--- src/rtl/bridge_gpio_pkg.sv ---
// Shared constants for the bridge pin and idle command block
`default_nettype none
package bridge_gpio_pkg;
  // ****************************************
  // Sizes
  // ****************************************
  localparam int unsigned    NUM_LINES        = 4;
  localparam int unsigned    BYTE_BITS        = 8;
  localparam int unsigned    ADDR_BITS        = 7;
  // Arbitrary default bus address
  localparam logic [6:0]     SLAVE_ADDR_DEF   = 7'h2A;

  // ****************************************
  // Function codes
  // ****************************************
  localparam logic [7:0]     FUNC_IDLE        = 8'hF2;
  localparam logic [7:0]     FUNC_PIN_WRITE   = 8'hF4;
  localparam logic [7:0]     FUNC_PIN_READ    = 8'hF5;
  localparam logic [7:0]     FUNC_PIN_ENABLE  = 8'hF6;
  localparam logic [7:0]     FUNC_PIN_CONFIG  = 8'hF7;

  // ****************************************
  // Output type codes
  // ****************************************
  localparam logic [1:0]     TYPE_QUASI       = 2'h0;
  localparam logic [1:0]     TYPE_PUSH_PULL   = 2'h1;
  localparam logic [1:0]     TYPE_INPUT_ONLY  = 2'h2;
  localparam logic [1:0]     TYPE_OPEN_DRAIN  = 2'h3;
  localparam int unsigned    TYPE_BITS        = 2;

  // ****************************************
  // Reset values and timing
  // ****************************************
  localparam logic [3:0]     LATCH_RESET      = 4'h0;
  localparam logic [3:0]     GP_EN_RESET      = 4'h0;
  localparam logic [7:0]     TYPE_RESET       = 8'h00;
  localparam logic [7:0]     SAMPLE_RESET     = 8'h00;
  localparam logic [3:0]     SAMPLE_PAD       = 4'h0;
  localparam logic [1:0]     STRONG_PU_CYCLES = 2'h2;
  localparam logic [3:0]     BIT_LAST         = 4'h8;
  localparam logic [3:0]     RD_LAST          = 4'h7;

  typedef enum logic [2:0] {
    BUS_IDLE,
    BUS_ADDR,
    BUS_ADDR_ACK,
    BUS_WR_BYTE,
    BUS_WR_ACK,
    BUS_RD_BYTE,
    BUS_RD_ACK
  } bus_state_e;
endpackage
`default_nettype wire

--- src/rtl/bus_edge_detect.sv ---
// Start, stop and clock edge detector for the two-wire bus
`default_nettype none
module bus_edge_detect (
  input  wire logic core_clk,
  input  wire logic rst_n,
  input  wire logic scl_i,
  input  wire logic sda_i,
  output logic      scl_rise,
  output logic      scl_fall,
  output logic      start_seen,
  output logic      stop_seen
);
  logic scl_q;
  logic sda_q;

  always_ff @(posedge core_clk) begin
    if (!rst_n) begin
      scl_q <= 1'b1;
      sda_q <= 1'b1;
    end else begin
      scl_q <= scl_i;
      sda_q <= sda_i;
    end
  end

  // Data moving while clock is high marks frame edges
  assign scl_rise   = scl_i & ~scl_q;
  assign scl_fall   = ~scl_i & scl_q;
  assign start_seen = scl_i & scl_q & sda_q & ~sda_i;
  assign stop_seen  = scl_i & scl_q & ~sda_q & sda_i;
endmodule
`default_nettype wire

--- src/rtl/select_pin_driver.sv ---
// Driver control for one select line used as select or general pin
`default_nettype none
module select_pin_driver
  import bridge_gpio_pkg::*;
(
  input  wire logic       core_clk,
  input  wire logic       rst_n,
  input  wire logic       gp_en,
  input  wire logic       latch,
  input  wire logic [1:0] out_type,
  input  wire logic       pin_in,
  input  wire logic       select_n,
  output logic            pin_out,
  output logic            pin_oe,
  output logic            strong_pu,
  output logic            weak_pu,
  output logic            very_weak_pu
);
  logic       latch_q;
  logic [1:0] cnt_q;
  logic [1:0] cnt_d;
  logic       quasi;

  assign quasi = gp_en && (out_type == TYPE_QUASI);

  // Strong pull-up burst on latch rising edge
  always_comb begin
    cnt_d = cnt_q;
    if (quasi && latch && !latch_q) begin
      cnt_d = STRONG_PU_CYCLES;
    end else if (!quasi || !latch) begin
      cnt_d = 2'h0;
    end else if (cnt_q != 2'h0) begin
      cnt_d = cnt_q - 2'h1;
    end
  end

  always_ff @(posedge core_clk) begin
    if (!rst_n) begin
      latch_q <= 1'b0;
      cnt_q   <= 2'h0;
    end else begin
      latch_q <= latch;
      cnt_q   <= cnt_d;
    end
  end

  always_ff @(posedge core_clk) begin
    if (!rst_n) begin
      pin_out      <= 1'b1;
      pin_oe       <= 1'b1;
      strong_pu    <= 1'b0;
      weak_pu      <= 1'b0;
      very_weak_pu <= 1'b0;
    end else if (!gp_en) begin
      pin_out      <= select_n;
      pin_oe       <= 1'b1;
      strong_pu    <= 1'b0;
      weak_pu      <= 1'b0;
      very_weak_pu <= 1'b0;
    end else begin
      case (out_type)
        TYPE_QUASI: begin
          strong_pu    <= (cnt_d != 2'h0);
          very_weak_pu <= latch;
          weak_pu      <= latch && pin_in;
          pin_out      <= (cnt_d != 2'h0);
          pin_oe       <= !latch || (cnt_d != 2'h0);
        end
        TYPE_PUSH_PULL: begin
          strong_pu    <= latch;
          weak_pu      <= 1'b0;
          very_weak_pu <= 1'b0;
          pin_out      <= latch;
          pin_oe       <= 1'b1;
        end
        TYPE_OPEN_DRAIN: begin
          strong_pu    <= 1'b0;
          weak_pu      <= 1'b0;
          very_weak_pu <= 1'b0;
          pin_out      <= 1'b0;
          pin_oe       <= !latch;
        end
        default: begin
          strong_pu    <= 1'b0;
          weak_pu      <= 1'b0;
          very_weak_pu <= 1'b0;
          pin_out      <= 1'b0;
          pin_oe       <= 1'b0;
        end
      endcase
    end
  end

  // ****************************************
  // Checks
  // ****************************************
  a_strong_burst_two: assert property (@(posedge core_clk) disable iff (!rst_n)
    (quasi && latch && !latch_q) ##1 (quasi && latch) [*2] |-> $past(strong_pu) && strong_pu ##1 !strong_pu)
    else $error("strong pull-up burst not two cycles");
  a_quasi_low_drive: assert property (@(posedge core_clk) disable iff (!rst_n)
    quasi && !latch |=> pin_oe && !pin_out && !very_weak_pu)
    else $error("quasi line with latch low not driven low");
  a_weak_pull_follow: assert property (@(posedge core_clk) disable iff (!rst_n)
    quasi |=> weak_pu == ($past(latch) && $past(pin_in)))
    else $error("weak pull-up does not follow latch and pin");
  a_open_drain_pull: assert property (@(posedge core_clk) disable iff (!rst_n)
    gp_en && out_type == TYPE_OPEN_DRAIN |=> !strong_pu && !weak_pu && pin_oe == !$past(latch))
    else $error("open-drain line misdriven");
  a_push_pull_drive: assert property (@(posedge core_clk) disable iff (!rst_n)
    gp_en && out_type == TYPE_PUSH_PULL |=> pin_oe && pin_out == $past(latch) && strong_pu == $past(latch))
    else $error("push-pull line misdriven");
endmodule
`default_nettype wire

--- src/rtl/bridge_gpio_idle.sv ---
// Pin command and idle command handling behind the two-wire slave port
`default_nettype none
// Behaviour
// - Write with idle function code enters low-power idle after stop.
// - Idle ends when own slave address is seen on the bus.
// - Pin-write loads data bits 3..0 into latches of general-pin lines only.
// - Pin-read samples line levels into buffer; nothing returned in that message.
// - Sampled bits of non-general lines carry no defined meaning.
// - After reset all four lines are active-low slave-select outputs.
// - Each line is assigned to general or select use independently.
// - Pin-enable data bit 1 makes line general, 0 returns to select.
// - Newly enabled general lines start in quasi-bidirectional type.
// - Pin-config gives line n type bits 2n+1 and 2n.
// - Type 00 quasi, 01 push-pull, 10 input-only, 11 open-drain.
// - Quasi type enables very weak pull-up while latch holds 1.
// - Quasi weak pull-up only while latch and pin level are 1.
// - Quasi latch rising enables strong pull-up for two clocks.
// - Quasi latch 0 drives line low strongly.
// - Open-drain has no pull-ups, pulls down only while latch is 0.
// - Push-pull pulls up while latch 1, pulls down while latch 0.
module bridge_gpio_idle
#(
  parameter logic [6:0] SLAVE_ADDR = bridge_gpio_pkg::SLAVE_ADDR_DEF
) (
  input  wire logic                                    core_clk,
  input  wire logic                                    rst_n,
  input  wire logic                                    scl_i,
  input  wire logic                                    sda_i,
  output logic                                         sda_o,
  output logic                                         sda_oe,
  input  wire logic [bridge_gpio_pkg::NUM_LINES-1:0]   spi_select_n,
  input  wire logic [bridge_gpio_pkg::NUM_LINES-1:0]   select_line_i,
  output logic      [bridge_gpio_pkg::NUM_LINES-1:0]   select_line_o,
  output logic      [bridge_gpio_pkg::NUM_LINES-1:0]   select_line_oe,
  output logic      [bridge_gpio_pkg::NUM_LINES-1:0]   strong_pu_en,
  output logic      [bridge_gpio_pkg::NUM_LINES-1:0]   weak_pu_en,
  output logic      [bridge_gpio_pkg::NUM_LINES-1:0]   very_weak_pu_en,
  output logic                                         idle_mode
);
  import bridge_gpio_pkg::*;

  // ****************************************
  // Bus side state
  // ****************************************
  bus_state_e                state_q;
  logic [BYTE_BITS-1:0]      shift_q;
  logic [BYTE_BITS-1:0]      tx_q;
  logic [3:0]                cnt_q;
  logic                      rw_q;
  logic                      nack_q;
  logic [1:0]                byte_cnt_q;
  logic [BYTE_BITS-1:0]      func_q;
  logic [BYTE_BITS-1:0]      data_q;
  logic                      scl_rise;
  logic                      scl_fall;
  logic                      start_seen;
  logic                      stop_seen;
  logic                      addr_hit;

  // ****************************************
  // Command registers
  // ****************************************
  logic [NUM_LINES-1:0]      pin_output_latch_q;
  logic [NUM_LINES-1:0]      pin_function_select_q;
  logic [BYTE_BITS-1:0]      pin_output_type_q;
  logic [BYTE_BITS-1:0]      pin_state_sample_q;
  logic                      cmd_go;
  logic                      cmd_has_data;
  logic [NUM_LINES-1:0]      new_gp;

  function automatic logic func_is(input logic [7:0] code, input logic [7:0] want);
    func_is = (code == want);
  endfunction

  bus_edge_detect u_edges (
    .core_clk   (core_clk),
    .rst_n      (rst_n),
    .scl_i      (scl_i),
    .sda_i      (sda_i),
    .scl_rise   (scl_rise),
    .scl_fall   (scl_fall),
    .start_seen (start_seen),
    .stop_seen  (stop_seen)
  );

  assign addr_hit = (state_q == BUS_ADDR) && scl_fall && (cnt_q == BIT_LAST)
                    && (shift_q[BYTE_BITS-1:1] == SLAVE_ADDR);

  // ****************************************
  // Slave byte engine
  // ****************************************
  always_ff @(posedge core_clk) begin
    if (!rst_n) begin
      state_q    <= BUS_IDLE;
      shift_q    <= 8'h00;
      tx_q       <= 8'h00;
      cnt_q      <= 4'h0;
      rw_q       <= 1'b0;
      nack_q     <= 1'b0;
      byte_cnt_q <= 2'h0;
      func_q     <= 8'h00;
      data_q     <= 8'h00;
      sda_oe     <= 1'b0;
    end else if (start_seen) begin
      state_q    <= BUS_ADDR;
      cnt_q      <= 4'h0;
      byte_cnt_q <= 2'h0;
      rw_q       <= 1'b0;
      sda_oe     <= 1'b0;
    end else if (stop_seen) begin
      state_q <= BUS_IDLE;
      sda_oe  <= 1'b0;
    end else begin
      case (state_q)
        BUS_ADDR: begin
          if (scl_rise) begin
            shift_q <= {shift_q[BYTE_BITS-2:0], sda_i};
            cnt_q   <= cnt_q + 4'h1;
          end else if (scl_fall && cnt_q == BIT_LAST) begin
            if (addr_hit) begin
              state_q <= BUS_ADDR_ACK;
              rw_q    <= shift_q[0];
              sda_oe  <= 1'b1;
            end else begin
              state_q <= BUS_IDLE;
            end
          end
        end
        BUS_ADDR_ACK: begin
          if (scl_fall) begin
            cnt_q <= 4'h0;
            if (rw_q) begin
              // Buffer read needs no function code; buffer kept
              state_q <= BUS_RD_BYTE;
              tx_q    <= pin_state_sample_q;
              sda_oe  <= !pin_state_sample_q[BYTE_BITS-1];
            end else begin
              state_q <= BUS_WR_BYTE;
              sda_oe  <= 1'b0;
            end
          end
        end
        BUS_WR_BYTE: begin
          if (scl_rise) begin
            shift_q <= {shift_q[BYTE_BITS-2:0], sda_i};
            cnt_q   <= cnt_q + 4'h1;
          end else if (scl_fall && cnt_q == BIT_LAST) begin
            state_q <= BUS_WR_ACK;
            sda_oe  <= 1'b1;
            if (byte_cnt_q == 2'h0) begin
              func_q <= shift_q;
            end else if (byte_cnt_q == 2'h1) begin
              data_q <= shift_q;
            end
            if (byte_cnt_q != 2'h3) begin
              byte_cnt_q <= byte_cnt_q + 2'h1;
            end
          end
        end
        BUS_WR_ACK: begin
          if (scl_fall) begin
            state_q <= BUS_WR_BYTE;
            cnt_q   <= 4'h0;
            sda_oe  <= 1'b0;
          end
        end
        BUS_RD_BYTE: begin
          if (scl_fall) begin
            if (cnt_q == RD_LAST) begin
              state_q <= BUS_RD_ACK;
              sda_oe  <= 1'b0;
            end else begin
              tx_q   <= {tx_q[BYTE_BITS-2:0], 1'b0};
              sda_oe <= !tx_q[BYTE_BITS-2];
              cnt_q  <= cnt_q + 4'h1;
            end
          end
        end
        BUS_RD_ACK: begin
          if (scl_rise) begin
            nack_q <= sda_i;
          end else if (scl_fall) begin
            if (nack_q) begin
              state_q <= BUS_IDLE;
            end else begin
              // Further bytes repeat the buffered value
              state_q <= BUS_RD_BYTE;
              cnt_q   <= 4'h0;
              tx_q    <= pin_state_sample_q;
              sda_oe  <= !pin_state_sample_q[BYTE_BITS-1];
            end
          end
        end
        default: begin
          sda_oe <= 1'b0;
        end
      endcase
    end
  end

  // Data line only ever pulled low
  always_ff @(posedge core_clk) begin
    if (!rst_n) begin
      sda_o <= 1'b0;
    end else begin
      sda_o <= 1'b0;
    end
  end

  // ****************************************
  // Command completion at stop
  // ****************************************
  assign cmd_go       = stop_seen && !rw_q && (byte_cnt_q != 2'h0);
  assign cmd_has_data = byte_cnt_q > 2'h1;
  assign new_gp       = data_q[NUM_LINES-1:0] & ~pin_function_select_q;

  always_ff @(posedge core_clk) begin
    if (!rst_n) begin
      idle_mode <= 1'b0;
    end else if (addr_hit) begin
      idle_mode <= 1'b0;
    end else if (cmd_go && func_is(func_q, FUNC_IDLE)) begin
      idle_mode <= 1'b1;
    end
  end

  always_ff @(posedge core_clk) begin
    if (!rst_n) begin
      pin_output_latch_q <= LATCH_RESET;
    end else if (cmd_go && cmd_has_data && func_is(func_q, FUNC_PIN_WRITE)) begin
      pin_output_latch_q <= (pin_output_latch_q & ~pin_function_select_q)
                            | (data_q[NUM_LINES-1:0] & pin_function_select_q);
    end
  end

  always_ff @(posedge core_clk) begin
    if (!rst_n) begin
      pin_function_select_q <= GP_EN_RESET;
    end else if (cmd_go && cmd_has_data && func_is(func_q, FUNC_PIN_ENABLE)) begin
      pin_function_select_q <= data_q[NUM_LINES-1:0];
    end
  end

  always_ff @(posedge core_clk) begin
    if (!rst_n) begin
      pin_output_type_q <= TYPE_RESET;
    end else if (cmd_go && cmd_has_data && func_is(func_q, FUNC_PIN_CONFIG)) begin
      pin_output_type_q <= data_q;
    end else if (cmd_go && cmd_has_data && func_is(func_q, FUNC_PIN_ENABLE)) begin
      for (int n = 0; n < NUM_LINES; n++) begin
        if (new_gp[n]) begin
          pin_output_type_q[n*TYPE_BITS +: TYPE_BITS] <= TYPE_QUASI;
        end
      end
    end
  end

  // Levels of select-use lines are sampled too, meaning nothing
  always_ff @(posedge core_clk) begin
    if (!rst_n) begin
      pin_state_sample_q <= SAMPLE_RESET;
    end else if (cmd_go && func_is(func_q, FUNC_PIN_READ)) begin
      pin_state_sample_q <= {SAMPLE_PAD, select_line_i};
    end
  end

  // ****************************************
  // Per-line drivers
  // ****************************************
  for (genvar g = 0; g < NUM_LINES; g++) begin : g_line
    select_pin_driver u_drv (
      .core_clk     (core_clk),
      .rst_n        (rst_n),
      .gp_en        (pin_function_select_q[g]),
      .latch        (pin_output_latch_q[g]),
      .out_type     (pin_output_type_q[g*TYPE_BITS +: TYPE_BITS]),
      .pin_in       (select_line_i[g]),
      .select_n     (spi_select_n[g]),
      .pin_out      (select_line_o[g]),
      .pin_oe       (select_line_oe[g]),
      .strong_pu    (strong_pu_en[g]),
      .weak_pu      (weak_pu_en[g]),
      .very_weak_pu (very_weak_pu_en[g])
    );
  end

  // ****************************************
  // Checks
  // ****************************************
  a_idle_entry_stop: assert property (@(posedge core_clk) disable iff (!rst_n)
    cmd_go && func_q == FUNC_IDLE |=> idle_mode)
    else $error("idle not entered after idle command");
  a_idle_exit_addr: assert property (@(posedge core_clk) disable iff (!rst_n)
    addr_hit |=> !idle_mode)
    else $error("idle kept after own address");
  a_latch_masked_write: assert property (@(posedge core_clk) disable iff (!rst_n)
    cmd_go && cmd_has_data && func_q == FUNC_PIN_WRITE
    |=> pin_output_latch_q == (($past(pin_output_latch_q) & ~$past(pin_function_select_q))
        | ($past(data_q[3:0]) & $past(pin_function_select_q))))
    else $error("latch write wrong");
  a_sample_no_reply: assert property (@(posedge core_clk) disable iff (!rst_n)
    cmd_go && func_q == FUNC_PIN_READ |=> pin_state_sample_q[3:0] == $past(select_line_i)
    && state_q == BUS_IDLE)
    else $error("pin sample wrong");
  a_reset_select_use: assert property (@(posedge core_clk)
    !rst_n |=> pin_function_select_q == 4'h0 && pin_output_latch_q == 4'h0 ##1 select_line_oe == 4'hF)
    else $error("reset did not restore select use");
  a_enable_load_bits: assert property (@(posedge core_clk) disable iff (!rst_n)
    cmd_go && cmd_has_data && func_q == FUNC_PIN_ENABLE |=> pin_function_select_q == $past(data_q[3:0]))
    else $error("enable bits not loaded");
  a_enable_quasi_type: assert property (@(posedge core_clk) disable iff (!rst_n)
    cmd_go && cmd_has_data && func_q == FUNC_PIN_ENABLE && new_gp[0] |=> pin_output_type_q[1:0] == TYPE_QUASI)
    else $error("new general line not quasi");
  a_config_load_type: assert property (@(posedge core_clk) disable iff (!rst_n)
    cmd_go && cmd_has_data && func_q == FUNC_PIN_CONFIG |=> pin_output_type_q == $past(data_q))
    else $error("type bits not loaded");
  a_select_use_pass: assert property (@(posedge core_clk) disable iff (!rst_n)
    $past(rst_n) |-> ((select_line_o ^ $past(spi_select_n)) & ~$past(pin_function_select_q)) == 4'h0
    && (select_line_oe | $past(pin_function_select_q)) == 4'hF)
    else $error("select-use line not following its select");
  a_input_only_float: assert property (@(posedge core_clk) disable iff (!rst_n)
    pin_function_select_q[0] && pin_output_type_q[1:0] == TYPE_INPUT_ONLY
    |=> !select_line_oe[0] && !strong_pu_en[0] && !weak_pu_en[0] && !very_weak_pu_en[0])
    else $error("input-only line drives or pulls");
  a_quasi_very_weak: assert property (@(posedge core_clk) disable iff (!rst_n)
    pin_function_select_q[0] && pin_output_type_q[1:0] == TYPE_QUASI |=> very_weak_pu_en[0] == $past(pin_output_latch_q[0]))
    else $error("very weak pull-up does not follow latch");
  a_reset_clear_regs: assert property (@(posedge core_clk)
    !rst_n |=> pin_output_type_q == TYPE_RESET && pin_state_sample_q == SAMPLE_RESET && !idle_mode && !sda_oe)
    else $error("reset did not clear command state");
  a_lone_func_ignored: assert property (@(posedge core_clk) disable iff (!rst_n)
    stop_seen && byte_cnt_q == 2'h1 |=> $stable(pin_output_latch_q) && $stable(pin_function_select_q)
    && $stable(pin_output_type_q))
    else $error("command without data byte changed pin state");
  a_read_keeps_buffer: assert property (@(posedge core_clk) disable iff (!rst_n)
    rw_q && state_q != BUS_IDLE |=> $stable(pin_state_sample_q))
    else $error("buffer changed during read");
  a_idle_only_cmd: assert property (@(posedge core_clk) disable iff (!rst_n)
    !idle_mode && !(cmd_go && func_q == FUNC_IDLE) |=> !idle_mode)
    else $error("idle entered without idle command");
endmodule
`default_nettype wire

--- config.mk ---
export PLATFORM = sky130hd
export DESIGN_NAME = bridge_gpio_idle
export DESIGN_NICKNAME = d
export VERILOG_FILES = /design/src/rtl/bridge_gpio_pkg.sv /design/src/rtl/bus_edge_detect.sv /design/src/rtl/select_pin_driver.sv /design/src/rtl/bridge_gpio_idle.sv
export SDC_FILE = /design/constraint.sdc
export NUM_CORES = 1
export LEC_CHECK = 0
export CAP_MARGIN = 40
export CORE_MARGIN = 8
export CORE_UTILIZATION = 30
export CTS_CLUSTER_DIAMETER = 100
export CTS_CLUSTER_SIZE = 40
export DETAILED_ROUTE_END_ITERATION = 6
export DONT_BUFFER_PORTS = 1
export PLACE_DENSITY = 0.53
export SLEW_MARGIN = 10
export SYNTH_ARGS = -nofsm -noshare
export SYNTH_HDL_FRONTEND = slang
export SYNTH_HIERARCHICAL = 1
export SYNTH_SLANG_ARGS = --single-unit
--- constraint.sdc ---
create_clock -name core_clk -period 3.6 [get_ports core_clk]
set_clock_uncertainty 0.1 [all_clocks]
set_input_delay 0 -clock core_clk [delete_from_list [all_inputs] [get_ports core_clk]]
set_output_delay 0 -clock core_clk [all_outputs]
set_load 0.1 [all_outputs]
==> metrics.md, run 1 <==
| Metric | Value |
|---|---|
| Syn_nets | between 400 and 500 |
| Maximum buffer depth of the clock tree | 2 |
| CP Max Fanout | 8 |
| Sw Share | a little under a quarter |
| Largest net degree at the start of global routing | 88 |
| Worst skew pair latency | 0.35 ns |
| Core Area | approximately 0.014 mm² |
| Crit-path slowest cell | or4b_1 |
| P_int | 0.001783 W |
| Endpoints failing hold | 0 |
| Share of layout cells above drive strength 1 | 16.22% |
| Clock power frac | ~44% |
| FILL cells | ~1.4k |
| Detailed Route Iter0 Violations | approximately 240 |
| Total negative slack | 0 ns |
| R2r setup slk | 0.76 ns |
| Nets | 502 |
| CTS Sinks | 98 |
| Final Instance Count excl. Fillers | around 670 |
| Async set-reset flop share out of synthesis | 0% |
| CP Cell Sequence | nor2b_1 > or3b_1 > a31oi_2 > or4b_1 > or4_1 > a21oi_1 |
| Clock-pin slew on the worst setup and hold paths | approximately 0.060 ns |
| Number of H-tree levels | 3 |
| Starting Density | just over 30% |
| # setup viols final | 0 |
| CP Class | register to register |
| Largest area contributor in the netlist | dfxtp_1 |
| Clk root buf | clkbuf_16 |
| Detailed placer's ending HPWL | roughly 6700 µm |
| Final WL | about 9700 µm |
| Synth Instances | 452 |
| Die Wd | 136.8 µm |
| Yosys top cell area share | ~45% |
| Synth unique cells | 64 |
| Worst Setup SP | u_edges/scl_q |
| Comb pwr share | 8.3% |
| Worst Hold Depth | 4 |
| DRT Pass-1 Iters | 5 |
| Die area | 0.01871 mm² |
| Grt total ovfl | 0 |
| Synth warn | 6 |
| PD cells | 433.3 mW/mm² |
| Worst R2R Path Depth | 6 |
| DRC | 0 |
| Diodes inserted | 0 |
| Synth Flop Type | dfxtp_1 |
| Initial antenna violation count | 0 |
| Die Height | roughly 140 µm |
| Post-synthesis cell area | 0.004377 mm² |
| Number of port buffers | 0 |
| Avg Synthesized Cell Area | between 9 and 10 µm² |
| Post-synth EDFFs | 0 |
| Reg-to-reg startpoint | u_edges/scl_q |
| Peak VDD IR | 224.0 µV |
| Register share of total power | about half |
| Post-CTS sizing | 0 |
| Io pins | 35 |
| Slowest cell delay on critical path | 0.56 ns |
| Min-Delay Path Class | input port to register |
| Top cells by area, synth | dfxtp_1 45%, mux2i_1 4.8%, nor2b_1 4.7%, o21ai_0 3.5%, nand2_1 3.3% |
| Post-detailed-route wirelength per cell | 14.45 µm |
| Data arrival, critical path | 3.01 ns |
| CTS tree | done |
| First-pass GRT wire length | 16,200 µm |
| Site Rows | 44 |
| Period utilization | 78.78% |
| Slew Viols, Final | 0 |
| RSZ-0062 raised after global routing | false |
| Yosys reg bits | between 90 and 100 |
| Remaining antenna violation count | 0 |
| Required time worst endpoint | 3.77 ns |
| Hold Crit Endpoint | rw_q |
| Post-layout minimum cycle time | 2.836 ns |
| CP Launch Type | register |
| Cts bufs inserted | 9 |
| Status | finished clean |
| Register area share after synthesis | 44.83% |
| Delay-heaviest family, CP | simple AND/OR/NAND/NOR gates |
| Sw Pwr | 0.0005455 W |
| Worst slew pin tran | between 0.8 and 0.9 ns |
| Reg-to-Reg End | cnt_q[3] |
| Maxcap violations | 0 |
| Gr usage total | 10.97% |
| Peak Freq | 0.3526 GHz |
| Total number of vias | 3,375 |
| Placer Congestion | 0.8171 |
| Worst hold start | scl_i |
| Critical path buffers and inverters | 0 |
| CP Capture Type | register |
| LEAKAGE | around 2 nW |
| Routed vias/inst | 5.030 |
| Max_slew headroom | between 40 and 50% |
| Placed cells | 639 |
| Vias in the first global route | 3,236 |
| Synth-to-layout area growth | 22.78% |
==> cell families after synthesis <==
group           after synthesis  synth area share, %
fa+ha+maj                     7                2.001
mux                          21                4.803
other cells                   1              0.08568
simple gates                201                30.67
flops                        98                44.83
buf+inv                      35                3.230
xor+xnor                      2               0.4003
compound gates               87                13.98
==> power by group through the flow <==
stage	clock [W]	sequential [W]	combinational, W
after floorplan	0	0.00116	0.000122
after global placement	0	0.00116	0.000131
after detailed placement	0	0.00115	0.000158
after CTS	0.00105	0.00112	0.000193
after global routing	0.00110	0.00112	0.000208
final	0.00101	0.00112	0.000193
==> synthesized netlist by cell type (2+ instances only) <==
| cell | n |
|---|---|
| nand2b_1 | 3 |
| inv_1 | 10 |
| mux2i_1 | 21 |
| and3b_1 | 4 |
| nand3b_1 | 6 |
| nor2b_1 | 33 |
| nor4_2 | 4 |
| a22oi_1 | 9 |
| a221oi_1 | 2 |
| nor3_1 | 7 |
| nand3_1 | 21 |
| nand2_1 | 39 |
| dfxtp_1 | 98 |
| nor3b_2 | 8 |
| a211oi_2 | 4 |
| a311oi_1 | 3 |
| buf_4 | 2 |
| clkbuf_1 | 18 |
| ha_1 | 7 |
| o221ai_1 | 8 |
| nand4b_4 | 4 |
| nor3b_4 | 4 |
| nor2_1 | 27 |
| clkinv_1 | 2 |
| nand4b_1 | 5 |
| or4_1 | 2 |
| nor3b_1 | 8 |
| nand4_1 | 4 |
| and4b_1 | 2 |
| o21ai_0 | 31 |
| o31ai_1 | 2 |
| a21oi_1 | 11 |
| and2_2 | 8 |
| a41o_1 | 4 |
| buf_2 | 2 |
==> sequential cells by signal, indices dropped and copies added, names as in the netlist, 2 cells and up, named ones only <==
register,count
g_line.u_drv/strong_pu,4
pin_state_sample_q,4
tx_q,7
pin_output_type_q,8
g_line.u_drv/pin_oe,4
shift_q,8
byte_cnt_q,2
pin_function_select_q,4
g_line.u_drv/very_weak_pu,4
g_line.u_drv/cnt_q,8
g_line.u_drv/weak_pu,4
state_q,3
g_line.u_drv/latch_q,4
g_line.u_drv/pin_out,4
func_q,8
cnt_q,4
data_q,8
==> layout by cell type, fill, tap and decap left out, types with 3 or more instances in the layout <==
master,count
a21oi_1,11
o21ai_0,31
buf_4,5
mux2i_1,21
nand3b_1,6
nand4b_4,4
a41o_1,4
nor3b_2,8
o221ai_1,8
nand2_1,39
buf_8,20
inv_1,10
and2_2,8
nand4b_1,5
a22oi_1,9
ha_1,7
and3b_1,4
dlygate4sd3_1,16
a211oi_2,4
nor2_1,27
dfxtp_1,98
nand2b_1,3
nand4_1,4
nor2b_1,33
nor3b_4,4
a311oi_1,3
nor3_1,7
nor3b_1,8
nor4_2,4
clkbuf_16,9
nand3_1,21
==> metrics by stage <==
step | hold slack (ns) | utilization [%] | area, µm² | power [W] | worst slack, ns
2_1_floorplan | -0.02696 | - | 4377 | 0.001280 | 1.008
3_3_place_gp | -0.005345 | 31.65 | 4548 | 0.001293 | 0.8478
3_5_place_dp | -0.001109 | 33.93 | 4876 | 0.001303 | 0.7958
4_1_cts | 0.1495 | 37.40 | 5374 | 0.002361 | 0.7638
5_1_grt | 0.1858 | 37.40 | 5374 | 0.002430 | 0.4963
6_report | 0.2025 | 37.40 | 5374 | 0.002329 | 0.7639
==> area by class of cell <==
| class | count | area, µm² | area share (%) |
|---|---|---|---|
| multi-input combinational | 319 | 2273 | 42.31 |
| tap | 184 | 230.2 | 4.284 |
| inverter | 12 | 45.04 | 0.8382 |
| sequential | 98 | 1962 | 36.51 |
| timing repair buffer | 43 | 553.0 | 10.29 |
| clock buffer | 11 | 232.7 | 4.331 |
| clock inverter | 4 | 77.57 | 1.444 |
==> timing repair <==
item | in CTS | in global routing
buffers inserted | 0 | 0
endpoints found under the hold margin | 95 | 0
hold buffers | 17 | 0
==> how the worst max path moves through the flow <==
| stage | endpoint | slack [ns] | depth (start not counted) |
|---|---|---|---|
| after floorplan | cnt_q[3] | 1.01 | 7 |
| after global placement | cnt_q[3] | 0.85 | 6 |
| after detailed placement | cnt_q[3] | 0.80 | 6 |
| after CTS | cnt_q[3] | 0.76 | 6 |
| after global routing | data_q[1] | 0.50 | 6 |
| final | cnt_q[3] | 0.76 | 6 |
==> layer usage <==
| metal | vias up | GRT usage, % | share of wire (%) |
|---|---|---|---|
| li1 | 1699 | - | - |
| met1 | 1598 | 13.40 | 46 |
| met2 | 63 | 17.62 | 48 |
| met3 | 15 | 2.166 | 3.8 |
| met4 | 0 | 6.397 | 2.4 |
| met5 | - | 0 | 0 |
==> worst reg2reg max path, cell delays in order (launching register included) <==
cell,delay (ns)
dfxtp_1,0.36
nor2b_1,0.42
or3b_1,0.44
a31oi_2,0.20
or4b_1,0.56
or4_1,0.53
a21oi_1,0.15
No activity file was read; power rests on OpenSTA's default activity.
==> run 2: changes to the inputs <==
--- a/config.mk
+++ b/config.mk
@@ -5,6 +5,7 @@
 export SDC_FILE = /design/constraint.sdc
 export NUM_CORES = 1
 export LEC_CHECK = 0
+export ABC_AREA = 1
 export CAP_MARGIN = 40
 export CORE_MARGIN = 8
 export CORE_UTILIZATION = 30
@@ -12,7 +13,7 @@
 export CTS_CLUSTER_SIZE = 40
 export DETAILED_ROUTE_END_ITERATION = 6
 export DONT_BUFFER_PORTS = 1
-export PLACE_DENSITY = 0.53
+export PLACE_DENSITY = 0.54
 export SLEW_MARGIN = 10
 export SYNTH_ARGS = -nofsm -noshare
 export SYNTH_HDL_FRONTEND = slang
==> constraint.sdc (replaced) <==
create_clock -name core_clk -period 2.4 [get_ports core_clk]
set_clock_uncertainty 0.1 [all_clocks]
set_input_delay 0 -clock core_clk [delete_from_list [all_inputs] [get_ports core_clk]]
set_output_delay 0 -clock core_clk [all_outputs]
set_load 0.1 [all_outputs]
==> metrics.md, run 2 <==
| Metric | Value |
|---|---|
| Status | finished clean |
| Async set-reset flop share out of synthesis | 0% |
| Post-layout minimum cycle time | 2.043 ns |
| Post-synthesis cell area | 0.004393 mm² |
| # setup viols final | 0 |
| DRC | 0 |
| Largest area contributor in the netlist | dfxtp_1 |
| CP Max Fanout | 10 |
| Worst skew pair latency | 0.34 ns |
| Syn_nets | roughly 630 |
| Die Wd | 137.0 µm |
| Most frequent cells in the layout | 109 x nand2_1, 98 x dfxtp_1, 95 x nor2_1 |
| Slew Viols, Final | 0 |
| CTS tree | done |
| DP Area | about 0.0049 mm² |
| Final instance area | 0.005409 mm² |
| RSZ-0062 raised after global routing | false |
| Diodes inserted | 0 |
| Synth warn | 6 |
| Remaining antenna violation count | 0 |
| Starting Density | 30.46% |
| Register area share after synthesis | 44.66% |
| Site Rows | between 40 and 50 |
| CP Capture Type | register |
| Yosys top cell area share | 44.66% |
| Placer Congestion | ~0.85 |
| Most used standard cell by instance count after synthesis | nand2_1 |
| PD cells | between 700 and 800 mW/mm² |
| Routed vias/inst | 4.698 |
| Total number of vias | 3,960 |
| Vias in the first global route | 3,630 |
| Post-synth EDFFs | 0 |
| CTS Sinks | roughly 100 |
| Total negative slack | 0 ns |
| Core Area | 0.01442 mm² |
| Cts bufs inserted | 9 |
| First-pass GRT wire length | 17,390 µm |
| Share of layout cells above drive strength 1 | ~11% |
| Avg Synthesized Cell Area | about 7.2 µm² |
| Commonest cells post-synth | 109 x nand2_1, 98 x dfxtp_1, 95 x nor2_1 |
| Clock-pin slew on the worst setup and hold paths | roughly 0.07 ns |
| Number of H-tree levels | 3 |
| Post-detailed-route wirelength per cell | between 10 and 15 µm |
| Largest net degree at the start of global routing | 49 |
| Number of port buffers | 0 |
| DP Worst Slack | about 0.36 ns |
| Final Instance Count excl. Fillers | 843 |
| Required time worst endpoint | 2.51 ns |
| Die Height | around 140 µm |
| Synth-to-layout area growth | 23.13% |
| Cts hold-fix bufs | 14 |
| Maxcap violations | 0 |
| CP Launch Type | register |
| Gr usage total | 11.51% |
| Grt total ovfl | 0 |
| Data arrival, critical path | 2.16 ns |
| Worst slew pin tran | 0.7174 ns |
| Placed cells | 813 |
| Endpoints failing hold | 0 |
| Initial antenna violation count | 0 |
| Detailed placer's ending HPWL | roughly 7700 µm |
| Peak VDD IR | 290.0 µV |
| Synth Instances | just over 600 |
| Detailed Route Iter0 Violations | about 360 |
| Post-CTS sizing | 0 |
| Min-Delay Path Class | input port to register |
| Clk root buf | clkbuf_16 |
| CP Class | register to register |
| Max_slew headroom | between 50% and 60% |
| Post-route setup slack | 0.3569 ns |
| Synth unique cells | 40 |
| Maximum buffer depth of the clock tree | 2 |
| Yosys reg bits | a little under 100 |
| Top cells by area, synth | dfxtp_1 45%, nand2_1 9.3%, nor2_1 8.1%, inv_1 6.4%, a21oi_1 6.3% |
| Number of post-CTS setup repair buffers | 0 |
| DRT Pass-1 Iters | 4 |
| LEAKAGE | 2.229 nW |
| Die area | 0.01877 mm² |
| Synth Flop Type | dfxtp_1 |
| Final WL | 10,540 µm |
| Hold slack | 0.01836 ns |
| Period utilization | between 80% and 90% |
| Peak Freq | just under 0.5 GHz |
| Io pins | 35 |
| Nets | 673 |
| Commonest non-fill, non-tap cell in the layout | nand2_1 |
==> run 2: cell types whose count changed after synthesis, sizes merged, moves of 13 or more <==
cell    change
nand2      +76
clkbuf     -13
nor3b      -15
mux2i      -21
o21ai      +17
nor2       +72
a21oi      +44
nand3      +24
inv        +73
nor2b      -33
==> run 2: per-layer routing <==
layer	track usage, %	vias to the layer above	share of wire [%]
met2	18.62	57	47
met4	4.345	0	1.9
met1	14.41	1821	47
met5	0	-	0
li1	-	2065	-
met3	2.863	17	4.2
==> run 2: critical path: stages, from the launching register on <==
cell     delay, ns
dfxtp_1       0.35
nand2_1       0.07
nor2_1        0.27
nand3_1       0.21
nor3_1        0.23
buf_4         0.21
nand2_2       0.09
nand2_1       0.16
nand2_1       0.09
nand2_1       0.07
a21oi_1       0.06
==> run 2: per-stage QoR <==
step / power, W / utilization (%)
finish: 0.004117 / 37.50
global placement: 0.002525 / 32.12
global route: 0.004309 / 37.50
CTS: 0.004148 / 37.50
detailed placement: 0.002542 / 34.20
floorplan: 0.002372 / -
==> run 2: cell families (layout without fill, tap and decap cells) <==
| family | count (synthesis) | after routing | synth area share, % |
|---|---|---|---|
| and+or+nand+nor | 294 | 294 | 30.33 |
| xor gates and xnor gates | 1 | 1 | 0.1994 |
| buffers and inverters | 95 | 144 | 8.658 |
| DFF | 98 | 98 | 44.66 |
| other | 1 | 1 | 0.08536 |
| AOI/OAI and AO/OA | 114 | 114 | 14.07 |
| adders and majority gates | 7 | 7 | 1.994 |
==> run 2: final timing paths <==
path	from	end	slack, ns	cells after the start
max reg2reg	u_edges/scl_q	pin_output_type_q[7]	0.36	10
max	u_edges/scl_q	pin_output_type_q[7]	0.36	10
min reg2reg	pin_state_sample_q[0]	pin_state_sample_q[0]	0.36	2
min	sda_i	state_q[0]	0.02	5
==> run 2: area by class of cell <==
class / instances / area (µm²)
clock buffer: 10 / 229.0
multi-input combinational: 417 / 2051
inverter: 85 / 322.8
sequential: 98 / 1962
timing repair buffer: 43 / 518.0
clock inverter: 6 / 96.34
fill: 1485 / 9015
tap: 184 / 230.2
==> run 2: where the power goes <==
group	leakage (nW)	total (W)	internal [W]	switching, W
Clock	0.156	0.00158	0.000929	0.000648
Combinational	1.28	0.000791	0.000259	0.000532
Sequential	0.792	0.00175	0.00169	0.0000597
==> run 3: changes to the inputs <==
--- a/config.mk
+++ b/config.mk
@@ -13,7 +13,7 @@
 export CTS_CLUSTER_SIZE = 40
 export DETAILED_ROUTE_END_ITERATION = 6
 export DONT_BUFFER_PORTS = 1
-export PLACE_DENSITY = 0.54
+export PLACE_DENSITY = 0.53
 export SLEW_MARGIN = 10
 export SYNTH_ARGS = -nofsm -noshare
 export SYNTH_HDL_FRONTEND = slang
==> constraint.sdc (replaced) <==
create_clock -name core_clk -period 2 [get_ports core_clk]
set_clock_uncertainty 0.1 [all_clocks]
set_input_delay 0 -clock core_clk [delete_from_list [all_inputs] [get_ports core_clk]]
set_output_delay 0 -clock core_clk [all_outputs]
set_load 0.05 [all_outputs]
==> metrics.md, run 3 (synthesis gave the netlist of run 2 again) <==
| Metric | Value |
|---|---|
| Status | finished clean |
| Number of H-tree levels | 3 |
| DP Area | around 0.0047 mm² |
| Synth-to-layout area growth | 17.00% |
| Routed vias/inst | about 4.7 |
| Max_slew headroom | 66.39% |
| Register share of total power | 47.0% |
| Post-detailed-route wirelength per cell | approximately 13 µm |
| Peak Freq | 0.5517 GHz |
| Initial antenna violation count | 0 |
| CTS Sinks | 98 |
| Pwr Total | between 0.004 and 0.005 W |
| LEAKAGE | between 2 and 2.5 nW |
| DRC | 0 |
| Slew Viols, Final | 0 |
| CP Max Fanout | 8 |
| Die Wd | between 100 and 150 µm |
| P_int | 0.003193 W |
| Nets | 660 |
| GR Util met1 | roughly 14% |
| Post-layout minimum cycle time | 1.813 ns |
| Die area | 0.01877 mm² |
| Site Rows | 44 |
| # setup viols final | 0 |
| Cts bufs inserted | 9 |
| Global routing usage on met2 | 19.41% |
| Vias in the first global route | 3,698 |
| Final Util | 35.64% |
| Final instance area | 0.005140 mm² |
| R2r setup slk | 0.19 ns |
| Gr busiest metal | met2 |
| Final WL | around 10,000 µm |
| Remaining antenna violation count | 0 |
| Data arrival, critical path | 1.95 ns |
| Placer Congestion | 0.8559 |
| Sw Pwr | 0.001409 W |
| Peak VDD IR | 393.6 µV |
| Clk root buf | clkbuf_16 |
| Number of port buffers | 0 |
| Clock power frac | 35.5% |
| Core Area | 0.01442 mm² |
| GR Layer Usage met3 | 3.341% |
| Maxcap violations | 0 |
| Die Height | between 100 and 150 µm |
| Diodes inserted | 0 |
| First-pass GRT wire length | about 18,000 µm |
| Comb pwr share | 17.5% |
| Maximum buffer depth of the clock tree | 2 |
| Min-Delay Path Class | input port to register |
| Detailed Route Iter0 Violations | slightly above 200 |
| Gr usage total | 11.65% |
| Detailed placer's ending HPWL | 7686 µm |
| CTS tree | done |
| Endpoints failing hold | 0 |
| Total number of vias | 3,901 |
| Commonest non-fill, non-tap cell in the layout | nand2_1 |
| Sw Share | 30.61% |
| Period utilization | between 90% and 100% |
| Most frequent cells in the layout | 108 x nand2_1, 97 x dfxtp_1, 91 x nor2_1 |
| PD cells | 895.4 mW/mm² |
| Largest net degree at the start of global routing | slightly below 50 |
| DRT Pass-1 Iters | 4 |
| Final Instance Count excl. Fillers | 830 |
| Worst slew pin tran | 0.5034 ns |
| Required time worst endpoint | between 2 and 2.5 ns |
| Worst skew pair latency | 0.35 ns |
| Hold slack | between 0.02 and 0.025 ns |
| CP Capture Type | register |
| Grt total ovfl | 0 |
| Clock-pin slew on the worst setup and hold paths | 0.06 ns |
| Io pins | 35 |
| CP Class | register to register |
| Share of layout cells above drive strength 1 | 10.99% |
| Starting Density | between 30 and 40% |
| CP Launch Type | register |
| Placed cells | 800 |
run 3: final timing paths:
path	start	end	cells after the start
worst max-delay path	state_q[1]	tx_q[4]	9
worst max register to register	state_q[1]	tx_q[4]	9
worst min-delay path	scl_i	nack_q	5
worst min register to register	pin_state_sample_q[0]	pin_state_sample_q[0]	2
run 3: stage by stage:
step                setup TNS, ns  worst slack (ns)
finish                          0            0.1873
global route            -0.003840         -0.003840
CTS                             0           0.09027
detailed placement              0           0.08873
global placement                0            0.1523
floorplan                       0            0.2442
run 3: metal layers:
layer | up-vias | routed length [µm] | part of all wire (%)
li1 | 2038 | - | -
met1 | 1779 | 4905 | 47
met2 | 71 | 4913 | 47
met3 | 13 | 509 | 4.9
met4 | 0 | 141 | 1.3
met5 | - | 0 | 0
run 3: power by group through the flow:
stage,Clock [W],Sequential [W],Combinational (W)
2_1_floorplan,0,0.00218,0.000612
3_3_place_gp,0,0.00221,0.000747
3_5_place_dp,0,0.00221,0.000752
4_1_cts,0.00169,0.00216,0.000797
5_1_grt,0.00179,0.00217,0.000910
6_report,0.00163,0.00216,0.000804
run 3: critical path: stages, from the launching register on:
cell and delay, ns:
dfxtp_1 0.52, inv_2 0.15, nor2_1 0.15, nand2_1 0.15, nor2_1 0.19, nor3_2 0.08, nand2_2 0.13, inv_2 0.09
nor2_1 0.09, nor2_1 0.05
run 3: layout make-up:
class                   count  area (µm²)
well taps                 184       230.2
inverters                  85       326.6
multi-input cells         417        2073
fillers                  1526        9284
clock inverters             5       36.28
clock buffers              11       242.7
repair buffers             30       267.8
flip-flops and latches     98        1963
run 3: timing repair:
item	CTS	global route
gates resized for setup	0	11
hold endpoints to repair	74	0
endpoints found under the setup margin	0	27
hold buffers	13	0
buffers inserted	0	1
